`src/hw/usb_rx_ep_pkg.sv`:
```
package usb_rx_ep_pkg;

    // register word offsets (byte addresses)
    localparam logic [7:0] OFF_EP_RX_CTRL_STATUS = 8'h00;
    localparam logic [7:0] OFF_DUAL_ROLE_CTRL_STATUS = 8'h04;
    localparam logic [7:0] OFF_EP_CONFIG = 8'h08;
    localparam logic [7:0] OFF_IRQ_STATUS = 8'h0C;
    localparam logic [7:0] OFF_IRQ_MASK = 8'h10;
    localparam logic [7:0] OFF_FIFO_LEVEL = 8'h14;

    // endpoint_rx_ctrl_status field positions
    localparam int POS_NO_RESPONSE = 18;
    localparam int POS_NO_ROOM = 17;
    localparam int POS_PKT_WAITING = 16;
    localparam int POS_REPEAT_LSB = 11;
    localparam int POS_LIMIT_LSB = 0;
    localparam int REPEAT_W = 5;
    localparam int LIMIT_W = 11;

    // dual_role_ctrl_status field position
    localparam int POS_SESSION = 0;

    // endpoint configuration field position and width
    localparam int POS_EP_TYPE = 0;
    localparam int EP_TYPE_W = 2;

    // interrupt status and mask bit positions
    localparam int IRQ_W = 3;
    localparam int IRQ_PKT = 0;
    localparam int IRQ_NODATA = 1;
    localparam int IRQ_OVERRUN = 2;

    // flag bank positions inside the endpoint
    localparam int FLAG_W = 3;
    localparam int FLAG_PKT = 0;
    localparam int FLAG_NODATA = 1;
    localparam int FLAG_OVERRUN = 2;

    // reset values
    localparam logic [REPEAT_W-1:0] RST_REPEAT = 5'h00;
    localparam logic [LIMIT_W-1:0] RST_LIMIT = 11'h000;
    localparam logic [IRQ_W-1:0] RST_IRQ_MASK = 3'h0;

    // failed receive attempts before the no-data error
    localparam logic [1:0] NODATA_TRIES = 2'h3;

    // transfer type of the receive endpoint
    typedef enum logic [EP_TYPE_W-1:0] {
        XFER_BULK = 2'h0,
        XFER_INTR = 2'h1,
        XFER_ISO = 2'h2,
        XFER_RSVD = 2'h3
    } xfer_t;

    // events from the link engine, one-cycle pulses
    typedef struct packed {
        logic pkt_in;   // a data packet arrived for the receive fifo
        logic pkt_pop;  // one packet was unloaded from the receive fifo
        logic no_data;  // host role: a receive attempt drew no data packet
    } link_evt_t;

    // session control outputs toward the port logic
    typedef struct packed {
        logic drive;       // a-device session is on
        logic srp;         // one-cycle session request start
        logic disconnect;  // one-cycle software disconnect
    } session_out_t;

endpackage

```
`src/hw/sticky_flag_bank.sv`:
```
`timescale 1ns/1ps
// bank of sticky flags: hardware set wins over a clear in the same cycle
module sticky_flag_bank #(
    parameter int WIDTH = 3
) (
    input wire logic clk,
    input wire logic rst_n,
    input wire logic [WIDTH-1:0] set,
    input wire logic [WIDTH-1:0] clr,
    output logic [WIDTH-1:0] q
);

    logic [WIDTH-1:0] flag_q; // stored flags
    logic [WIDTH-1:0] flag_d; // next flags

    // refuse an empty bank
    if (WIDTH < 1)
    begin : g_bad_width
        $error("sticky_flag_bank: WIDTH must be at least 1");
    end

    // clear first, then set, so a same-cycle event survives
    assign flag_d = (flag_q & ~clr) | set;
    assign q = flag_q;

    // flag storage
    always_ff @(posedge clk or negedge rst_n)
    begin
        if (!rst_n)
        begin
            flag_q <= '0;
        end
        else
        begin
            flag_q <= flag_d;
        end
    end

endmodule

```
`src/hw/usb_rx_endpoint_status_session.sv`:
```
// The address-and-strobe port and the address map are this design's own decisions.
`timescale 1ns/1ps
// Function
// - device role: isochronous fifo refusal sets overrun flag
// - overrun reads zero unless endpoint isochronous
// - host role: three empty non-isochronous tries set error
// - no-data error reads zero for isochronous
// - no-room flag high while fifo full
// - received packet sets waiting flag, interrupts
// - payload equals limit times repeat plus one
// - bulk splits one packet into repeat+1 packets
// - eleven-bit maximum receive payload field
// - b-device reads session, write one requests
// - b-device suspended: clearing session disconnects
module usb_rx_endpoint_status_session #(
    parameter int PKT_SLOTS = 2 // packet slots in the receive fifo
) (
    input wire logic CLK_SYS,
    input wire logic RST_N,
    input wire logic [7:0] REG_ADDR,
    input wire logic [31:0] REG_WDATA,
    input wire logic REG_WR,
    input wire logic REG_RD,
    output logic [31:0] REG_RDATA,
    input wire usb_rx_ep_pkg::link_evt_t LINK_EVT,
    input wire logic HOST_ROLE,
    input wire logic A_DEVICE,
    input wire logic SUSPENDED,
    input wire logic B_SESSION_ACTIVE,
    output logic RX_BUFFER_NO_ROOM,
    output logic RX_PACKET_WAITING,
    output logic [15:0] PAYLOAD_BYTES,
    output logic [5:0] SPLIT_COUNT,
    output usb_rx_ep_pkg::session_out_t SESSION_OUT,
    output logic IRQ
);

    localparam int CNT_W = $clog2(PKT_SLOTS + 1);
    localparam logic [CNT_W-1:0] SLOTS_FULL = CNT_W'(PKT_SLOTS);
    localparam logic [CNT_W-1:0] CNT_ONE = CNT_W'(1);

    // the slot count has to fit the fifo level register
    if (PKT_SLOTS < 1 || PKT_SLOTS > 255)
    begin : g_bad_slots
        $error("PKT_SLOTS must lie between 1 and 255");
    end

    // address decode
    wire sel_ctrl = REG_ADDR == usb_rx_ep_pkg::OFF_EP_RX_CTRL_STATUS;
    wire sel_role = REG_ADDR == usb_rx_ep_pkg::OFF_DUAL_ROLE_CTRL_STATUS;
    wire sel_cfg = REG_ADDR == usb_rx_ep_pkg::OFF_EP_CONFIG;
    wire sel_ists = REG_ADDR == usb_rx_ep_pkg::OFF_IRQ_STATUS;
    wire sel_imask = REG_ADDR == usb_rx_ep_pkg::OFF_IRQ_MASK;
    wire sel_level = REG_ADDR == usb_rx_ep_pkg::OFF_FIFO_LEVEL;

    // write strobes per register
    wire wr_ctrl = REG_WR && sel_ctrl;
    wire wr_role = REG_WR && sel_role;
    wire wr_cfg = REG_WR && sel_cfg;
    wire wr_ists = REG_WR && sel_ists;
    wire wr_imask = REG_WR && sel_imask;

    // software-steered state
    logic [usb_rx_ep_pkg::REPEAT_W-1:0] repeat_q; // payload_repeat_factor
    logic [usb_rx_ep_pkg::REPEAT_W-1:0] repeat_d;
    logic [usb_rx_ep_pkg::LIMIT_W-1:0] limit_q;   // rx_payload_limit
    logic [usb_rx_ep_pkg::LIMIT_W-1:0] limit_d;
    usb_rx_ep_pkg::xfer_t xfer_q;                 // endpoint transfer type
    usb_rx_ep_pkg::xfer_t xfer_d;
    logic [usb_rx_ep_pkg::IRQ_W-1:0] imask_q;     // interrupt mask
    logic [usb_rx_ep_pkg::IRQ_W-1:0] imask_d;
    logic session_q;                              // a-device session request
    logic session_d;

    // block state
    logic [CNT_W-1:0] level_q;  // packets held in the receive fifo
    logic [CNT_W-1:0] level_d;
    logic [1:0] tries_q;        // consecutive empty receive attempts
    logic [1:0] tries_d;
    logic srp_q;                // session request pulse
    logic disc_q;               // software disconnect pulse
    logic irq_q;                // registered interrupt level
    logic [31:0] rdata_q;       // read data, one cycle after the strobe
    logic [31:0] rdata_d;

    // flag banks
    logic [usb_rx_ep_pkg::FLAG_W-1:0] flag_set;
    logic [usb_rx_ep_pkg::FLAG_W-1:0] flag_clr;
    logic [usb_rx_ep_pkg::FLAG_W-1:0] flag_q;
    logic [usb_rx_ep_pkg::IRQ_W-1:0] ists_set;
    logic [usb_rx_ep_pkg::IRQ_W-1:0] ists_clr;
    logic [usb_rx_ep_pkg::IRQ_W-1:0] ists_q;

    // transfer type views; the reserved code behaves as bulk
    wire is_iso = xfer_q == usb_rx_ep_pkg::XFER_ISO;
    wire is_bulk_like = !is_iso;

    // fifo occupancy
    wire fifo_full = level_q == SLOTS_FULL;
    wire fifo_take = LINK_EVT.pkt_in && !fifo_full;
    wire fifo_pop = LINK_EVT.pkt_pop && (level_q != '0);

    // overrun: device role, packet refused, isochronous only
    wire ev_overrun = LINK_EVT.pkt_in && fifo_full && !HOST_ROLE && is_iso;

    // no-data: host role, bulk or interrupt, third empty attempt
    wire try_counts = LINK_EVT.no_data && HOST_ROLE && is_bulk_like;
    wire ev_nodata = try_counts && (tries_q == usb_rx_ep_pkg::NODATA_TRIES - 2'h1);

    // a data packet taken into the fifo
    wire ev_packet = fifo_take;

    // visible flag values
    wire show_overrun = flag_q[usb_rx_ep_pkg::FLAG_OVERRUN] && !HOST_ROLE && is_iso;
    wire show_nodata = flag_q[usb_rx_ep_pkg::FLAG_NODATA] && HOST_ROLE && is_bulk_like;
    wire show_shared = HOST_ROLE ? show_nodata : show_overrun;

    // fifo level bookkeeping
    always_comb
    begin
        level_d = level_q;
        if (fifo_take && !fifo_pop)
        begin
            level_d = level_q + CNT_ONE;
        end
        else if (fifo_pop && !fifo_take)
        begin
            level_d = level_q - CNT_ONE;
        end
    end

    // empty attempt counter, restarted by any data packet
    always_comb
    begin
        tries_d = tries_q;
        if (LINK_EVT.pkt_in)
        begin
            tries_d = 2'h0;
        end
        else if (ev_nodata)
        begin
            tries_d = 2'h0;
        end
        else if (try_counts)
        begin
            tries_d = tries_q + 2'h1;
        end
    end

    // hardware sets of the endpoint flags
    assign flag_set[usb_rx_ep_pkg::FLAG_PKT] = ev_packet;
    assign flag_set[usb_rx_ep_pkg::FLAG_NODATA] = ev_nodata;
    assign flag_set[usb_rx_ep_pkg::FLAG_OVERRUN] = ev_overrun;

    // a written zero clears, a written one leaves the flag alone
    assign flag_clr[usb_rx_ep_pkg::FLAG_PKT] =
        wr_ctrl && !REG_WDATA[usb_rx_ep_pkg::POS_PKT_WAITING];
    assign flag_clr[usb_rx_ep_pkg::FLAG_NODATA] =
        wr_ctrl && !REG_WDATA[usb_rx_ep_pkg::POS_NO_RESPONSE];
    assign flag_clr[usb_rx_ep_pkg::FLAG_OVERRUN] =
        wr_ctrl && !REG_WDATA[usb_rx_ep_pkg::POS_NO_RESPONSE];

    // endpoint status flags
    sticky_flag_bank #(
        .WIDTH(usb_rx_ep_pkg::FLAG_W)
    ) u_ep_flags (
        .clk(CLK_SYS),
        .rst_n(RST_N),
        .set(flag_set),
        .clr(flag_clr),
        .q(flag_q)
    );

    // interrupt events; status cleared by writing one
    assign ists_set[usb_rx_ep_pkg::IRQ_PKT] = ev_packet;
    assign ists_set[usb_rx_ep_pkg::IRQ_NODATA] = ev_nodata;
    assign ists_set[usb_rx_ep_pkg::IRQ_OVERRUN] = ev_overrun;
    assign ists_clr = wr_ists ? REG_WDATA[usb_rx_ep_pkg::IRQ_W-1:0] : '0;

    // interrupt status
    sticky_flag_bank #(
        .WIDTH(usb_rx_ep_pkg::IRQ_W)
    ) u_irq_flags (
        .clk(CLK_SYS),
        .rst_n(RST_N),
        .set(ists_set),
        .clr(ists_clr),
        .q(ists_q)
    );

    // control fields of the endpoint, configuration and mask registers
    assign repeat_d = wr_ctrl ?
        REG_WDATA[usb_rx_ep_pkg::POS_REPEAT_LSB +: usb_rx_ep_pkg::REPEAT_W] : repeat_q;
    assign limit_d = wr_ctrl ?
        REG_WDATA[usb_rx_ep_pkg::POS_LIMIT_LSB +: usb_rx_ep_pkg::LIMIT_W] : limit_q;
    assign xfer_d = wr_cfg ?
        usb_rx_ep_pkg::xfer_t'(REG_WDATA[usb_rx_ep_pkg::POS_EP_TYPE +:
        usb_rx_ep_pkg::EP_TYPE_W]) : xfer_q;
    assign imask_d = wr_imask ? REG_WDATA[usb_rx_ep_pkg::IRQ_W-1:0] : imask_q;

    // session bit: in a-device role the write is the session request
    wire wr_session = REG_WDATA[usb_rx_ep_pkg::POS_SESSION];
    assign session_d = (wr_role && A_DEVICE) ? wr_session : session_q;

    // b-device actions launched by the session write
    wire srp_d = wr_role && !A_DEVICE && wr_session;
    wire disc_d = wr_role && !A_DEVICE && !wr_session && SUSPENDED;

    // session bit as read back
    wire session_rd = A_DEVICE ? session_q : B_SESSION_ACTIVE;

    // read word of the endpoint register
    wire [31:0] ctrl_word = {13'h0000, show_shared, fifo_full,
        flag_q[usb_rx_ep_pkg::FLAG_PKT], repeat_q, limit_q};

    // read multiplexer; unmapped addresses read zero
    always_comb
    begin
        rdata_d = 32'h0000_0000;
        if (REG_RD)
        begin
            unique case (1'b1)
                sel_ctrl:
                begin
                    rdata_d = ctrl_word;
                end
                sel_role:
                begin
                    rdata_d[usb_rx_ep_pkg::POS_SESSION] = session_rd;
                end
                sel_cfg:
                begin
                    rdata_d[usb_rx_ep_pkg::POS_EP_TYPE +: usb_rx_ep_pkg::EP_TYPE_W] = xfer_q;
                end
                sel_ists:
                begin
                    rdata_d[usb_rx_ep_pkg::IRQ_W-1:0] = ists_q;
                end
                sel_imask:
                begin
                    rdata_d[usb_rx_ep_pkg::IRQ_W-1:0] = imask_q;
                end
                sel_level:
                begin
                    rdata_d[CNT_W-1:0] = level_q;
                end
                default:
                begin
                    rdata_d = 32'h0000_0000;
                end
            endcase
        end
    end

    // configuration registers
    always_ff @(posedge CLK_SYS or negedge RST_N)
    begin
        if (!RST_N)
        begin
            repeat_q <= usb_rx_ep_pkg::RST_REPEAT;
            limit_q <= usb_rx_ep_pkg::RST_LIMIT;
            xfer_q <= usb_rx_ep_pkg::XFER_BULK;
            imask_q <= usb_rx_ep_pkg::RST_IRQ_MASK;
        end
        else
        begin
            repeat_q <= repeat_d;
            limit_q <= limit_d;
            xfer_q <= xfer_d;
            imask_q <= imask_d;
        end
    end

    // fifo level and attempt counter
    always_ff @(posedge CLK_SYS or negedge RST_N)
    begin
        if (!RST_N)
        begin
            level_q <= '0;
            tries_q <= 2'h0;
        end
        else
        begin
            level_q <= level_d;
            tries_q <= tries_d;
        end
    end

    // session state and its pulses
    always_ff @(posedge CLK_SYS or negedge RST_N)
    begin
        if (!RST_N)
        begin
            session_q <= 1'b0;
            srp_q <= 1'b0;
            disc_q <= 1'b0;
        end
        else
        begin
            session_q <= session_d;
            srp_q <= srp_d;
            disc_q <= disc_d;
        end
    end

    // read data and interrupt level
    always_ff @(posedge CLK_SYS or negedge RST_N)
    begin
        if (!RST_N)
        begin
            rdata_q <= 32'h0000_0000;
            irq_q <= 1'b0;
        end
        else
        begin
            rdata_q <= rdata_d;
            irq_q <= |(ists_q & imask_q);
        end
    end

    // payload per service interval: limit times (repeat + 1)
    wire [5:0] split_n = {1'b0, repeat_q} + 6'h01;
    wire [16:0] payload_full = limit_q * split_n;

    // outputs
    assign REG_RDATA = rdata_q;
    assign RX_BUFFER_NO_ROOM = fifo_full;
    assign RX_PACKET_WAITING = flag_q[usb_rx_ep_pkg::FLAG_PKT];
    assign PAYLOAD_BYTES = payload_full[15:0];
    assign SPLIT_COUNT = split_n;
    assign SESSION_OUT.drive = session_q && A_DEVICE;
    assign SESSION_OUT.srp = srp_q;
    assign SESSION_OUT.disconnect = disc_q;
    assign IRQ = irq_q;

endmodule

```
`config.mk`:
```
export PLATFORM = sky130hd
export DESIGN_NAME = usb_rx_endpoint_status_session
export DESIGN_NICKNAME = d
export VERILOG_FILES = /design/src/hw/usb_rx_ep_pkg.sv /design/src/hw/sticky_flag_bank.sv /design/src/hw/usb_rx_endpoint_status_session.sv
export SDC_FILE = /design/constraint.sdc
export NUM_CORES = 1
export LEC_CHECK = 0
export ABC_AREA = 1
export BUFFER_PORTS_ARGS = -buffer_cell sky130_fd_sc_hd__clkbuf_2
export CAP_MARGIN = 0
export CORE_MARGIN = 5
export CORE_UTILIZATION = 50
export CTS_CLUSTER_DIAMETER = 150
export DETAILED_ROUTE_END_ITERATION = 6
export GPL_ROUTABILITY_DRIVEN = 0
export GPL_TIMING_DRIVEN = 1
export PLACE_DENSITY_LB_ADDON = 0.08
export SYNTH_ARGS = -nofsm -noshare
export SYNTH_HDL_FRONTEND = slang
export SYNTH_HIERARCHICAL = 1
export SYNTH_SLANG_ARGS = --single-unit
```
`constraint.sdc`:
```
create_clock -name CLK_SYS -period 9.3 [get_ports CLK_SYS]
set_input_delay 0.465 -clock CLK_SYS [delete_from_list [all_inputs] [get_ports CLK_SYS]]
set_output_delay 0.465 -clock CLK_SYS [all_outputs]
set_load 0.02 [all_outputs]
```
==> impl_results.md <==
- Status: complete, no violations
- Post-Route WL: a little under 10,000 µm
- End of the critical path: PAYLOAD_BYTES[8]
- Netlist cell types: 32
- Max Clk Rate: 186 MHz
- Crit path cell chain: ha_1 -> nand2_1 -> o21ai_0 -> nand2_1 -> inv_1 -> nand2_1 -> fa_1 -> fa_1 -> fa_1 -> inv_1 -> ha_1 -> a21oi_1 -> nand2_1 -> a21oi_1 -> xnor2_1 -> clkbuf_2
- Post-synthesis cell area: between 4000 and 5000 µm²
- Via/cell ratio: between 4 and 5
- Met2 Use GR: 0.333
- Most common cell on crit path: nand2_1
- Std cell rows: 35
- Logic pwr share: 0.686
- Leak Pwr: 0.00309 µW
- Max-cap violation count: 0
- Peak VDD IR: roughly 0.2 mV
- Initial DRC Count: ~120
- Switch Pwr: roughly 650 µW
- Cells resized by post-CTS repair: 0
- Final Hold Fails: 0
- Net Sw Frac: 0.509
- R2R depth: 7
- PwrDens: approximately 250 nW/µm²
- Cell count along the critical path: 16
- Largest net degree at the start of global routing: 55
- First-pass GRT wire length: 17,200 µm
- Input/output buffers: just over 80
- Area of the core: about 9000 µm²
- FF-to-FF setup slack: 7.64 ns
- CP Capture Type: primary output
- Nets: a little under 800
- Die span in y: 106 µm
- Fraction of layout cells with a size suffix above 1: 0.187
- Delay-heaviest family, CP: adder cells
- Area contributors post-synth: dfrtp_1 (29%), fa_1 (16%), inv_1 (10%), nand2_1 (10%), nor2_1 (7.6%)
- Flop pwr share: 0.208
- # DRC: 0
- I/O pins: around 110
- GR peak layer: met2
- Worst setup path startpoint: repeat_q[0]
- Number of global-route vias before repair: a little under 4,000
- Worst endpoint data arrival time: around 5 ns
- Detail Route Antenna Nets: 0
- Maximum clock insertion buffer count: 2
- Yosys warns: 6
- CP Class: reg -> out
- Synth Instances: 600
- Min cycle time layout: about 5.4 ns
- Final Max Slew Viols: 0
- Synth area leader: dfrtp_1
- Post-DP HPWL: 8210 µm
- Grt met1 use: 0.227
- GRT overflow: 0
- Clock Power Share: 0.106
- Root buffer cell: clkbuf_8
- Setup TNS: 0 ns
- CP max stage delay: 0.66 ns
- Synth top area share: 0.292
- Worst EP required: roughly 8.8 ns
- DRT Pass-1 Iters: 6
- Syn Area/Cell: ~7.7 µm²
- Clk sinks: between 50 and 60
- Area grow syn2layout: 11.6%
- # setup viols final: 0
- Buf+Inv Stages, Crit Path: 3
- Startpoint class of the critical path: flip-flop
- Seq/Total Area, Yosys: 0.292
- Slew @ Worst Pin: approximately 0.67 ns
- Fillers: roughly 900
- Die X: approximately 110 µm
- Clock transition at path regs: ~0.10 ns
- Hold_buf cts: 0
- Finished Core Util: 0.564
- Hold Path Class: in -> async
- Internal power: 623 µW
- Reg2reg start: level_q[1]
- Met3 Usage GRT: 0.0273
- CTS Buf Count: 5
- Worst clock skew: between 0.009 and 0.01 ns
- FF-to-FF End: level_q[1]
- Initial Utilization: 0.506
- Initial antenna violation count: 0
- Clk_lat worst skew: around 0.30 ns
- Die area: roughly 11,000 µm²
- Antenna Cells: 0
- Seq cells post-synth: 54
- FF/Latch Area: between 1000 and 1500 µm²
- Footprint of the multi-input gates: approximately 2700 µm²
- H-tree depth: 2
- Rel. slew slack: 0.555
- Final period utilization: 0.580
- Crit-path max FO: 12
- Post-CTS setup buffers: 0
- Routed vias: between 3,000 and 4,000
- Wire per inst: around 12 µm
- Total GRT Usage: 0.185
- TritonCTS clock tree: done
- Unrepaired setup endpoints after global routing: false
- Slowest library cell on the worst path: dfrtp_1
[worst register-to-register path: stages, from the launching register on]
cell and delay [ns]:
dfrtp_1 0.40, inv_1 0.08, nor2_1 0.19, nor2_1 0.13
ha_1 0.34, a21oi_1 0.12, o21ai_0 0.12, xor2_1 0.15
[through the flow]
stage	instance area [µm²]	total power [µW]	setup WS, ns	cells	hold WS [ns]
after floorplan	4670	928	4.74	612	0.169
after global placement	5070	1130	4.34	786	0.468
after detailed placement	5070	1140	4.22	786	0.470
after CTS	5160	1280	3.87	794	0.291
after global routing	5160	1410	3.52	794	0.333
final	5160	1270	3.91	794	0.266
[cell usage in the layout, fill, tap and decap left out, types with 4 or more instances in the layout]
| master | instances |
|---|---|
| inv_1 | 128 |
| nand2_1 | 123 |
| nor2_1 | 94 |
| clkbuf_2 | 83 |
| dfrtp_1 | 54 |
| fa_1 | 36 |
| nand3_1 | 31 |
| ha_1 | 26 |
| a21oi_1 | 13 |
| a21oi_2 | 13 |
| conb_1 | 13 |
| nor2_2 | 11 |
| o21ai_0 | 10 |
| xor2_1 | 7 |
| clkbuf_8 | 6 |
| xnor2_1 | 5 |
| nand4_1 | 4 |
| nor2_4 | 4 |
[registers in the layout (all words and copies together) (netlist names), 2 cells and up]
register and cells:
REG_RDATA 19, limit_q 11, level_q 2, repeat_q 5, tries_q 2, u_irq_flags/q 3
imask_q 3, xfer_q 2, u_ep_flags/q 3
[power groups by stage]
stage                     Combinational [µW]  Sequential, µW  Clock (µW)
after floorplan                          664             264           0
after global placement                   862             268           0
after detailed placement                 873             269           0
after CTS                                878             264         140
after global routing                     991             265         149
final                                    871             264         135
[how the worst min path moves through the flow]
| stage | cells after the start | from | slack [ns] | to |
|---|---|---|---|---|
| after CTS | 2 | RST_N | 0.29 | REG_RDATA[12] |
| after global placement | 2 | u_ep_flags/q[2] | 0.47 | u_ep_flags/q[2] |
| after global routing | 2 | RST_N | 0.33 | REG_RDATA[12] |
| final | 2 | RST_N | 0.27 | REG_RDATA[12] |
| after floorplan | 0 | RST_N | 0.17 | IRQ |
| after detailed placement | 2 | u_ep_flags/q[1] | 0.47 | u_ep_flags/q[1] |
[area by class of cell]
type / instances / area share
Clock inverter: 2 / 0.00242
Clock buffer: 6 / 0.0160
Timing Repair Buffer: 84 / 0.0819
Tap cell: 111 / 0.0269
Multi-Input combinational cell: 408 / 0.517
Inverter: 129 / 0.0937
Sequential cell: 54 / 0.262
[Yosys cell counts]
cell type    n
o21bai_1     2
xor2_1       7
nor2_1      94
a21o_1       1
nand2_2      1
buf_4       15
o21ai_2      3
xnor2_1      5
nand3_2      2
nand3b_1     1
nand4_1      4
ha_1        26
nor2_4       4
clkbuf_1     2
inv_2        1
dfrtp_1     54
o21ai_0     10
nand3_1     31
fa_1        36
nand2_1    123
nor2_2      11
o32ai_1      1
o21ai_1      2
a21oi_2     13
nor4_1       1
buf_6        4
inv_1      128
a21oi_1     13
nor3_1       2
nand2_4      1
conb_1       1
and3_1       1
[metal layers]
metal	part of all wire	routed length (µm)
met1	0.43	4240
met2	0.52	5130
met3	0.037	368
met4	0.017	167
met5	0	0
[logic make-up after synthesis]
| kind of cell | count (synthesis) | synth area share |
|---|---|---|
| buf+inv | 150 | 0.140 |
| other cells | 1 | 0.000810 |
| flops | 54 | 0.292 |
| fa+ha+maj | 62 | 0.226 |
| compound gates | 45 | 0.0641 |
| xor+xnor | 12 | 0.0227 |
| simple gates | 276 | 0.254 |
No activity file was read; power rests on OpenSTA's default activity.
